==> config.mk <==
export PLATFORM = sky130hd
export DESIGN_NAME = mpcu_compare_unit
export DESIGN_NICKNAME = d
export VERILOG_FILES = /design/src/include/mpcu_pkg.sv /design/src/rtl/mpcu_compare_unit.sv
export SDC_FILE = /design/constraint.sdc
export NUM_CORES = 1
export LEC_CHECK = 0
export BUFFER_PORTS_ARGS = -buffer_cell sky130_fd_sc_hd__buf_4
export CORE_MARGIN = 3
export CORE_UTILIZATION = 60
export DETAILED_ROUTE_END_ITERATION = 12
export HOLD_SLACK_MARGIN = 0.03
export PLACE_DENSITY_LB_ADDON = 0.12
export SLEW_MARGIN = 10
export SYNTH_ARGS = -nofsm -noshare
export SYNTH_HDL_FRONTEND = slang
export SYNTH_SLANG_ARGS = --single-unit
==> constraint.sdc <==
create_clock -name clk -period 13 [get_ports clk]
set_input_delay 3.9 -clock clk [delete_from_list [all_inputs] [get_ports clk]]
set_output_delay 3.9 -clock clk [all_outputs]
set_load 0.02 [all_outputs]
==> src/include/mpcu_pkg.sv <==
// Purpose: Constants and types for the multipurpose compare unit
// Assumes: Single system clock, asynchronous active-high reset
// Notes: Commands arrive as an 8-bit code with two 16-bit data words (low and high)
// Behaviour
// Four compare registers, modes set together
// Host loads mode word, then command 20h
// Mode readback command returns stored mode word
// Quantity field: logical, real, speed, timer
// Condition field: ge, gt, eq, lt
// Register k uses mode bits 4k+3..4k
// Output high while condition holds, else low
// Results drive shared pins four to seven
// Host selects compare function via pin command
// Unselected pins keep alternative functions
// Rising result fires sync set and interrupt
// Host avoids equality on fast speed ramps
// Signed 32-bit registers, read and write anytime
// Already-true result at enable does not fire
// Interrupt enable and status bits D3..D0
// Compare every clock with signed arithmetic
// Mode write effective next clock, held
`default_nettype none
package mpcu_pkg;
	localparam int NREG = 4;
	localparam int DW   = 32;
	localparam int MW   = 16;
	localparam logic [7:0] CMD_SET_REG0 = 8'h10;
	localparam logic [7:0] CMD_SET_MODE = 8'h20;
	localparam logic [7:0] CMD_SET_PIN1 = 8'h21;
	localparam logic [7:0] CMD_RD_REG0  = 8'h34;
	localparam logic [7:0] CMD_RD_MODE  = 8'h40;
	localparam logic [1:0] Q_LOGICAL = 2'h0;
	localparam logic [1:0] Q_REAL    = 2'h1;
	localparam logic [1:0] Q_SPEED   = 2'h2;
	localparam logic [1:0] Q_TIMER   = 2'h3;
	localparam logic [1:0] C_GE = 2'h0;
	localparam logic [1:0] C_GT = 2'h1;
	localparam logic [1:0] C_EQ = 2'h2;
	localparam logic [1:0] C_LT = 2'h3;
	localparam logic [1:0] PIN_CMP_SEL = 2'h3;
	localparam int PIN_FIELD_LSB = 8;
	localparam int PIN_FIELD_W   = 2;
	localparam int MODE_FIELD_W  = 4;
	localparam logic signed [DW-1:0] REG_RESET = 32'sh0000_0000;
	localparam logic [MW-1:0] MODE_RESET = 16'h0000;
	localparam logic [MW-1:0] PIN_RESET  = 16'h0000;
	typedef struct packed {
		logic [1:0] cond;
		logic [1:0] qsel;
	} mpcu_mode_s;
	typedef struct packed {
		logic signed [DW-1:0] logical_position_count;
		logic signed [DW-1:0] real_position_count;
		logic signed [DW-1:0] current_drive_speed;
		logic signed [DW-1:0] current_timer_value;
	} mpcu_qty_s;
endpackage
`default_nettype wire

==> src/rtl/mpcu_compare_unit.sv <==
// Purpose: Four compare registers checked against axis quantities
// Assumes: Command strobe is a one-cycle pulse on the system clock
// Notes: Results feed shared pins, sync sets and interrupt flags
`timescale 1ns/1ns
`default_nettype none
module mpcu_compare_unit
	import mpcu_pkg::*;
(
	input  wire logic                  clk,
	input  wire logic                  rst,
	input  wire logic                  cmd_valid,
	input  wire logic [7:0]            cmd_code,
	input  wire logic [MW-1:0]         data_write_low,
	input  wire logic [MW-1:0]         data_write_high,
	input  wire mpcu_qty_s             qty,
	input  wire logic [NREG-1:0]       interrupt_mode_bits,
	input  wire logic [NREG-1:0]       sync_enable,
	input  wire logic [NREG-1:0]       irq_status_clear,
	input  wire logic [NREG-1:0]       alt_pin_out,
	input  wire logic [NREG-1:0]       alt_pin_oe,
	output var  logic [DW-1:0]         read_data,
	output var  logic                  read_valid,
	output var  logic [NREG-1:0]       compare_result,
	output var  logic [NREG-1:0]       shared_compare_pins_out,
	output var  logic [NREG-1:0]       shared_compare_pins_oe,
	output var  logic [NREG-1:0]       sync_action_sets,
	output var  logic [NREG-1:0]       interrupt_status_register,
	output var  logic                  irq
);
	logic [MW-1:0]        compare_mode_word_reg;
	logic [MW-1:0]        pin_setting_reg;
	logic signed [DW-1:0] general_compare_registers [NREG];
	logic [NREG-1:0]      cmp_now;
	logic [NREG-1:0]      armed_sync_reg;
	logic [NREG-1:0]      armed_irq_reg;
	logic [NREG-1:0]      rise;
	logic [NREG-1:0]      pin_sel;

	// Mode word taken from data register on command
	// Stored next clock, held until rewritten
	always_ff @(posedge clk or posedge rst) begin
		if (rst) begin
			compare_mode_word_reg <= MODE_RESET;
		end else if (cmd_valid && cmd_code == CMD_SET_MODE) begin
			compare_mode_word_reg <= data_write_low;
		end
	end

	// Pin function selection register
	always_ff @(posedge clk or posedge rst) begin
		if (rst) begin
			pin_setting_reg <= PIN_RESET;
		end else if (cmd_valid && cmd_code == CMD_SET_PIN1) begin
			pin_setting_reg <= data_write_low;
		end
	end

	// Four registers, one mode command
	genvar k;
	generate
		for (k = 0; k < NREG; k++) begin : g_cmp
			mpcu_mode_s           m;
			logic signed [DW-1:0] q;
			logic                 c;
			// Per-register mode field slice
			assign m = compare_mode_word_reg[MODE_FIELD_W*k +: MODE_FIELD_W];
			// Compare register written by set command
			// Reset value only keeps results defined
			always_ff @(posedge clk or posedge rst) begin
				if (rst) begin
					general_compare_registers[k] <= REG_RESET;
				end else if (cmd_valid &&
					cmd_code == CMD_SET_REG0 + 8'(k)) begin
					general_compare_registers[k] <=
						{data_write_high, data_write_low};
				end
			end
			// Quantity selection
			always_comb begin
				unique case (m.qsel)
					Q_LOGICAL: q = qty.logical_position_count;
					Q_REAL:    q = qty.real_position_count;
					Q_SPEED:   q = qty.current_drive_speed;
					Q_TIMER:   q = qty.current_timer_value;
				endcase
			end
			// Condition, signed every cycle
			// Continuous signed evaluation
			always_comb begin
				unique case (m.cond)
					C_GE: c = q >= general_compare_registers[k];
					C_GT: c = q >  general_compare_registers[k];
					C_EQ: c = q == general_compare_registers[k];
					C_LT: c = q <  general_compare_registers[k];
				endcase
			end
			assign cmp_now[k] = c;
			// Pin field 1,1 selects compare output
			assign pin_sel[k] = pin_setting_reg[PIN_FIELD_LSB +
				PIN_FIELD_W*k +: PIN_FIELD_W] == PIN_CMP_SEL;
		end
	endgenerate

	// Result registered high while condition holds
	always_ff @(posedge clk or posedge rst) begin
		if (rst) begin
			compare_result <= '0;
		end else begin
			compare_result <= cmp_now;
		end
	end

	// Results to pins four to seven
	// Alternative function kept when not selected
	always_ff @(posedge clk or posedge rst) begin
		if (rst) begin
			shared_compare_pins_out <= '0;
			shared_compare_pins_oe  <= '0;
		end else begin
			shared_compare_pins_out <=
				(pin_sel & cmp_now) | (~pin_sel & alt_pin_out);
			shared_compare_pins_oe <= pin_sel | alt_pin_oe;
		end
	end

	assign rise = cmp_now & ~compare_result;

	// Arm only after a false result while enabled
	always_ff @(posedge clk or posedge rst) begin
		if (rst) begin
			armed_sync_reg <= '0;
			armed_irq_reg  <= '0;
		end else begin
			armed_sync_reg <= sync_enable &
				(armed_sync_reg | ~cmp_now);
			armed_irq_reg  <= interrupt_mode_bits &
				(armed_irq_reg | ~cmp_now);
		end
	end

	// Sync set pulse on false-to-true
	always_ff @(posedge clk or posedge rst) begin
		if (rst) begin
			sync_action_sets <= '0;
		end else begin
			sync_action_sets <= rise & armed_sync_reg;
		end
	end

	// Sticky cause bits, set wins over clear
	always_ff @(posedge clk or posedge rst) begin
		if (rst) begin
			interrupt_status_register <= '0;
			irq                       <= 1'b0;
		end else begin
			interrupt_status_register <= (interrupt_status_register &
				~irq_status_clear) | (rise & armed_irq_reg);
			irq <= |((interrupt_status_register & ~irq_status_clear) |
				(rise & armed_irq_reg));
		end
	end

	// Readback of mode word and registers
	always_ff @(posedge clk or posedge rst) begin
		if (rst) begin
			read_data  <= '0;
			read_valid <= 1'b0;
		end else begin
			read_valid <= 1'b0;
			if (cmd_valid && cmd_code == CMD_RD_MODE) begin
				read_data  <= {{(DW-MW){1'b0}}, compare_mode_word_reg};
				read_valid <= 1'b1;
			end else if (cmd_valid && cmd_code >= CMD_RD_REG0 &&
				cmd_code < CMD_RD_REG0 + 8'(NREG)) begin
				read_data  <= general_compare_registers[
					cmd_code[1:0] - 2'(CMD_RD_REG0)];
				read_valid <= 1'b1;
			end
		end
	end
endmodule // mpcu_compare_unit
`default_nettype wire

---- Word level (Yosys, flattened, before mapping) ----
Index checks and enable logic that the tools add are counted.
word-level totals
  register bits ........................... 222
  input port bits ......................... 191
  output and inout bits ................... 54
operators by class
  $lt $le $gt $ge ......................... 15
  equal/unequal tests ..................... 39
  muxes and demuxes ....................... 15
  bitwise logic cells ..................... 18
  reductions and logical operators ........ 19
operators by type and width
  operator              count
  $pmux W32 S4          4
  $eq A32 B32 Y1        4
  $ge A32 B32 Y1        4
  $gt A32 B32 Y1        4
  $lt A32 B32 Y1        4
  $mux W32              4
  $bmux W32 S2          1
  $eq A2 B2 Y1 const B  20
  $and A4 B4 Y4         8
  $eq A8 B5 Y1 const B  4
  $or A4 B4 Y4          5
  $eq A2 B1 Y1 const B  8
  $eq A8 B6 Y1 const B  2
  $logic_not A2 Y1      8
  $not A4 Y4            4
  $pmux W1 S4           4
  $logic_and A1 B1 Y1   9
  $eq A8 B7 Y1 const B  1
  $ge A8 B6 Y1 const B  1
  $lt A8 B6 Y1 const B  1
  $reduce_or A4 Y1      1
  $ge A3 B3 Y1 const B  1
  $not A2 Y3            1
  $mux W1               2
  $reduce_bool A2 Y1    1

---- Longest topological paths before layout ----
  depth after elaboration ................. 8
  mapped depth ............................ 14
  depth with buffers taken out ............ 12

---- Worst setup path after synthesis ----
OpenSTA, ideal clock, no wires.
  path kind ............................... input-to-reg
  from .................................... input port qty[19] in the netlist's numbering
  to ...................................... register irq
  setup time .............................. 0.139 ns
  arrival time ............................ 6.536 ns
  setup slack ............................. 6.325 ns
  cell stages on the path ................. 11
  buffers on the path ..................... 0
  cells stage by stage .................... mux4_2 -> ha_1 -> a21oi_2 -> o21ai_1 -> a211o_1 -> or3_1 -> nand3_1 -> o211a_4 -> inv_2 -> a32o_2 -> or4_4
on the way
  longest elaborated chain between the ends .. 7
  elaborated cells on any way between the ends .. 28
  classes of those cells .................. order compare (12); eq/ne (4); mux (8); bitwise (3); reduce/logical (1)
RTL lines
  element                                 line                      text
  start: declaration                      mpcu_compare_unit.sv:15   input wire mpcu_qty_s qty,
  $pmux W32 S4 (*)                        mpcu_compare_unit.sv:80   unique case (m.qsel)
  $lt A32 B32 Y1 (tied with other cells)  mpcu_compare_unit.sv:94   C_LT: c = q < general_compare_registers[k];
  $pmux W1 S4 (*)                         mpcu_compare_unit.sv:90   unique case (m.cond)
  named net g_cmp[2].c                    mpcu_compare_unit.sv:64   logic c;
  $and A4 B4 Y4 (*)                       mpcu_compare_unit.sv:126  assign rise = cmp_now & ~compare_result;
  $and A4 B4 Y4 (*)                       mpcu_compare_unit.sv:159  (rise & armed_irq_reg));
  $or A4 B4 Y4 (*)                        mpcu_compare_unit.sv:158  irq <= |((interrupt_status_register & ~irq_status_clear) |
  $reduce_or A4 Y1 (*)                    mpcu_compare_unit.sv:158
  end signal: assignment                  mpcu_compare_unit.sv:158
  end: declaration                        mpcu_compare_unit.sv:28   output var logic irq
The timed path passes the listed nets; every way through them passes the cells marked *.
A chain may end at the register's enable or synchronous reset.

---- Final worst setup path ----
  from .................................... input port qty[13] in the netlist's numbering
  to ...................................... register irq
on the way
  longest elaborated chain between the ends .. 7
  elaborated cells on any way between the ends .. 28
  classes of those cells .................. order compare (12); eq/ne (4); mux (8); bitwise (3); reduce/logical (1)
RTL lines
  element                                 line
  $pmux W32 S4 (*)                        mpcu_compare_unit.sv:80
  $lt A32 B32 Y1 (tied with other cells)  mpcu_compare_unit.sv:94
  $pmux W1 S4 (*)                         mpcu_compare_unit.sv:90
  named net g_cmp[3].c                    mpcu_compare_unit.sv:64
  $and A4 B4 Y4 (*)                       mpcu_compare_unit.sv:126
  $and A4 B4 Y4 (*)                       mpcu_compare_unit.sv:159
  $or A4 B4 Y4 (*)                        mpcu_compare_unit.sv:158
  $reduce_or A4 Y1 (*)                    mpcu_compare_unit.sv:158
Marked as above.

==> results.cfg <==
[status]
outcome = complete, no violations

[layout]
antenna_cells = 0
drive_gt1_frac = 0.4335
area_growth_pct = 19.59
fin_area_mm2 = 0.01815
largest_register_ff_count = 128
fin_nets = 1768

[logic_synthesis]
yosysWarnings = 0
synth.top_cell.area_share = 0.3528
synth_nets = 1544
synth_flop_cell = dfrtp_1
syn_area_mm2 = 0.01518
seq_area_frac_synth = 0.3528
ys_ff_latch = 214
synth.area.top_cells = dfrtp_1, mux4_2, mux2_2
synth_edf_count = 0
async_flop_share = 1.000
synth.distinct_cells = 51
yosysTopAreaCell = dfrtp_1
avgSynthCellArea_um2 = 12.39
synthCells = 1225

[global_routing]
grt_pass1_vias = 11580
overflow = 0
grtUsageTotal = 0.3249
grt_max_degree = 89
grt_pass1_wl_mm = 66.79
antenna_found_initial = 0

[critical_path]
crit_arrival_ns = 7.37
slowest_stage = nor4_1
crit_type = input pin to register
crit_required_ns = 13.38
cp_cell_sequence = buf_4 > mux4_2 > ha_1 > nand4_1 > nor4_1 > a21boi_0 > o41ai_1 > nand3_1 > o211a_4 > inv_2 > a32o_1 > or4_4
startpoint_type = input pin
max_stage_delay_ns = 0.67
endpoint_kind = register
path_max_fanout = 4

[sta]
skew_ns = 0.007641
tns_ns = 0
timing.hold.ws_ns = 0.4650
finalHoldViolCount = 0
fin_crit_sh = 0.5381
maxSlewViolCount = 0
max_freq_ghz = 0.1430
post-route-min-period_ns = 6.995
tightest_slew_ns = 1.088
rsz0062_at_grt = no
setup_viol = 0
relSlewSlack = 0.2723
fin_ws_ns = 6.005

[die]
rows = 57
core_area_mm2 = 0.02460
die_h_um = 165.1
dieArea_mm2 = 0.02724
die_w_um = 165.1
io_pins = 245
start_util = 0.6169

[placement]
io_buffer_count = 244
place_congestion = 0.9207
pre_cts_slack_ns = 5.541
dp_hpwl_mm = 32.11
place_area_mm2 = 0.01733

[power_and_ir_drop]
power.total_uw = 1883
switchingPower_uw = 528.2
peakVddDrop_mv = 0.09352
p_comb_frac = 0.236
swShare = 0.2805
p_per_area_mw_per_mm2 = 103.7
power.share.clock = 0.373
p_int_uw = 1355
sequentialPowerShare = 0.391
p_leak_uw = 0.008064

[route]
routed_wl_mm = 44.05
dr.pass1.iters = 7
antenna_left = 0
drc = 0
detail_route.wl_per_cell_um = 24.59
via_per_inst = 6.458
drt_iter0_drc = 1204
vias = 11570

[clock_network]
path_clk_slew_ns = 0.05
clock_insertion_delay_worst_skew_ns = 0.51
ctsHoldBuffers = 0
tritoncts_num_sinks = 214
post_cts_buffers = 0
clockBufferDepth = 3
htree_levels = 1
cts-resized-gates = 0
cts_buffers = 24
clockRootBuffer = clkbuf_16
cts_tree = done

[job]
drv_cap = 0

[hold_path]
hp-class = register to register
cell families (layout without fill, tap and decap cells):
kind of cell,after synthesis,in the layout,share of synthesized area
mux,312,312,0.3502
flops,214,214,0.3528
buf+inv,205,447,0.05078
simple gates,194,194,0.06471
compound gates,172,172,0.07601
fa+ha+maj,128,128,0.1055
worst max-delay path: cells and delay by family:
family,cells,cell delay [ns]
AND/OR/NAND/NOR,4,1.49
multiplexers,1,0.51
adder cells (fa/ha/maj),1,0.34
buffers and inverters,2,0.17
AO/OA/AOI/OAI,4,0.97
through the flow:
step                utilization  instances
floorplan                     -       1225
global placement         0.7043       1747
detailed placement       0.7043       1747
CTS                      0.7378       1791
global route             0.7378       1791
finish                   0.7378       1791
synth_stat cells (4+ instances only):
cell type / count
mux2_2: 152
o21ai_0: 26
nand2b_1: 5
inv_1: 140
a22oi_1: 16
nand4b_1: 5
mux4_2: 160
or2_2: 4
ha_1: 128
buf_1: 19
or3_1: 4
o21ai_1: 6
nand2_1: 93
a21o_1: 4
o21a_1: 16
a31oi_1: 4
nor3_1: 5
nand3_1: 13
o2bb2ai_1: 8
and4_1: 5
nor4_1: 7
nor2b_1: 5
nor2_1: 11
a211o_1: 4
o211ai_1: 4
a21oi_1: 54
clkbuf_1: 43
a21boi_0: 11
nand4_1: 25
dfrtp_1: 214
layout make-up:
| cell class | instances | area [µm²] |
|---|---|---|
| clock buffers | 39 | 748.2 |
| clock inverters | 5 | 75.07 |
| fillers | 1753 | 6452 |
| inverters | 142 | 540.5 |
| multi-input cells | 806 | 9064 |
| flip-flops and latches | 214 | 5360 |
| well taps | 324 | 405.4 |
| repair buffers | 261 | 1959 |
layout by cell type (no fill, tap or decap), types with 4 or more instances in the layout:
cell         n
buf_4      261
dfrtp_1    210
mux4_2     160
mux2_2     152
inv_1      139
ha_1       128
nand2_1     93
a21oi_1     54
o21ai_0     26
nand4_1     25
clkbuf_16   25
o21a_1      16
a22oi_1     16
nand3_1     13
nor2_1      11
a21boi_0    11
o2bb2ai_1    8
nor4_1       7
clkbuf_8     7
clkbuf_1     7
o21ai_1      6
nand2b_1     5
nor2b_1      5
and4_1       5
nand4b_1     5
o211ai_1     4
nor3_1       4
a211o_1      4
or3_1        4
or2_2        4
a21o_1       4
a31oi_1      4
dfrtp_2      4
routing by layer:
layer	wire length, µm	part of all wire	global-route usage
met2	20900	0.47	0.5209
met5	0	0	0
met3	4173	0.095	0.06835
met1	17950	0.41	0.4628
met4	1024	0.023	0.07282
power by group through the flow:
stage                     Sequential [µW]  Clock [µW]  Combinational, µW
after floorplan                       748           0                260
after global placement                747           0                427
after detailed placement              748           0                436
after CTS                             737         708                440
after global routing                  742         736                482
final                                 737         702                444
path summary, 6_finish.rpt:
kind	startpoint	slack [ns]	cells after the start	end
max reg2reg	compare_mode_word_reg[4]	8.29	12	irq
min in group asynchronous	rst	3.45	2	read_data[31]
max	qty[13]	6.00	12	irq
min	read_data[6]	0.47	2	read_data[6]
min reg2reg	read_data[6]	0.47	2	read_data[6]
max in group asynchronous	rst	8.05	3	compare_mode_word_reg[1]
(Power assumes the default switching activity.)
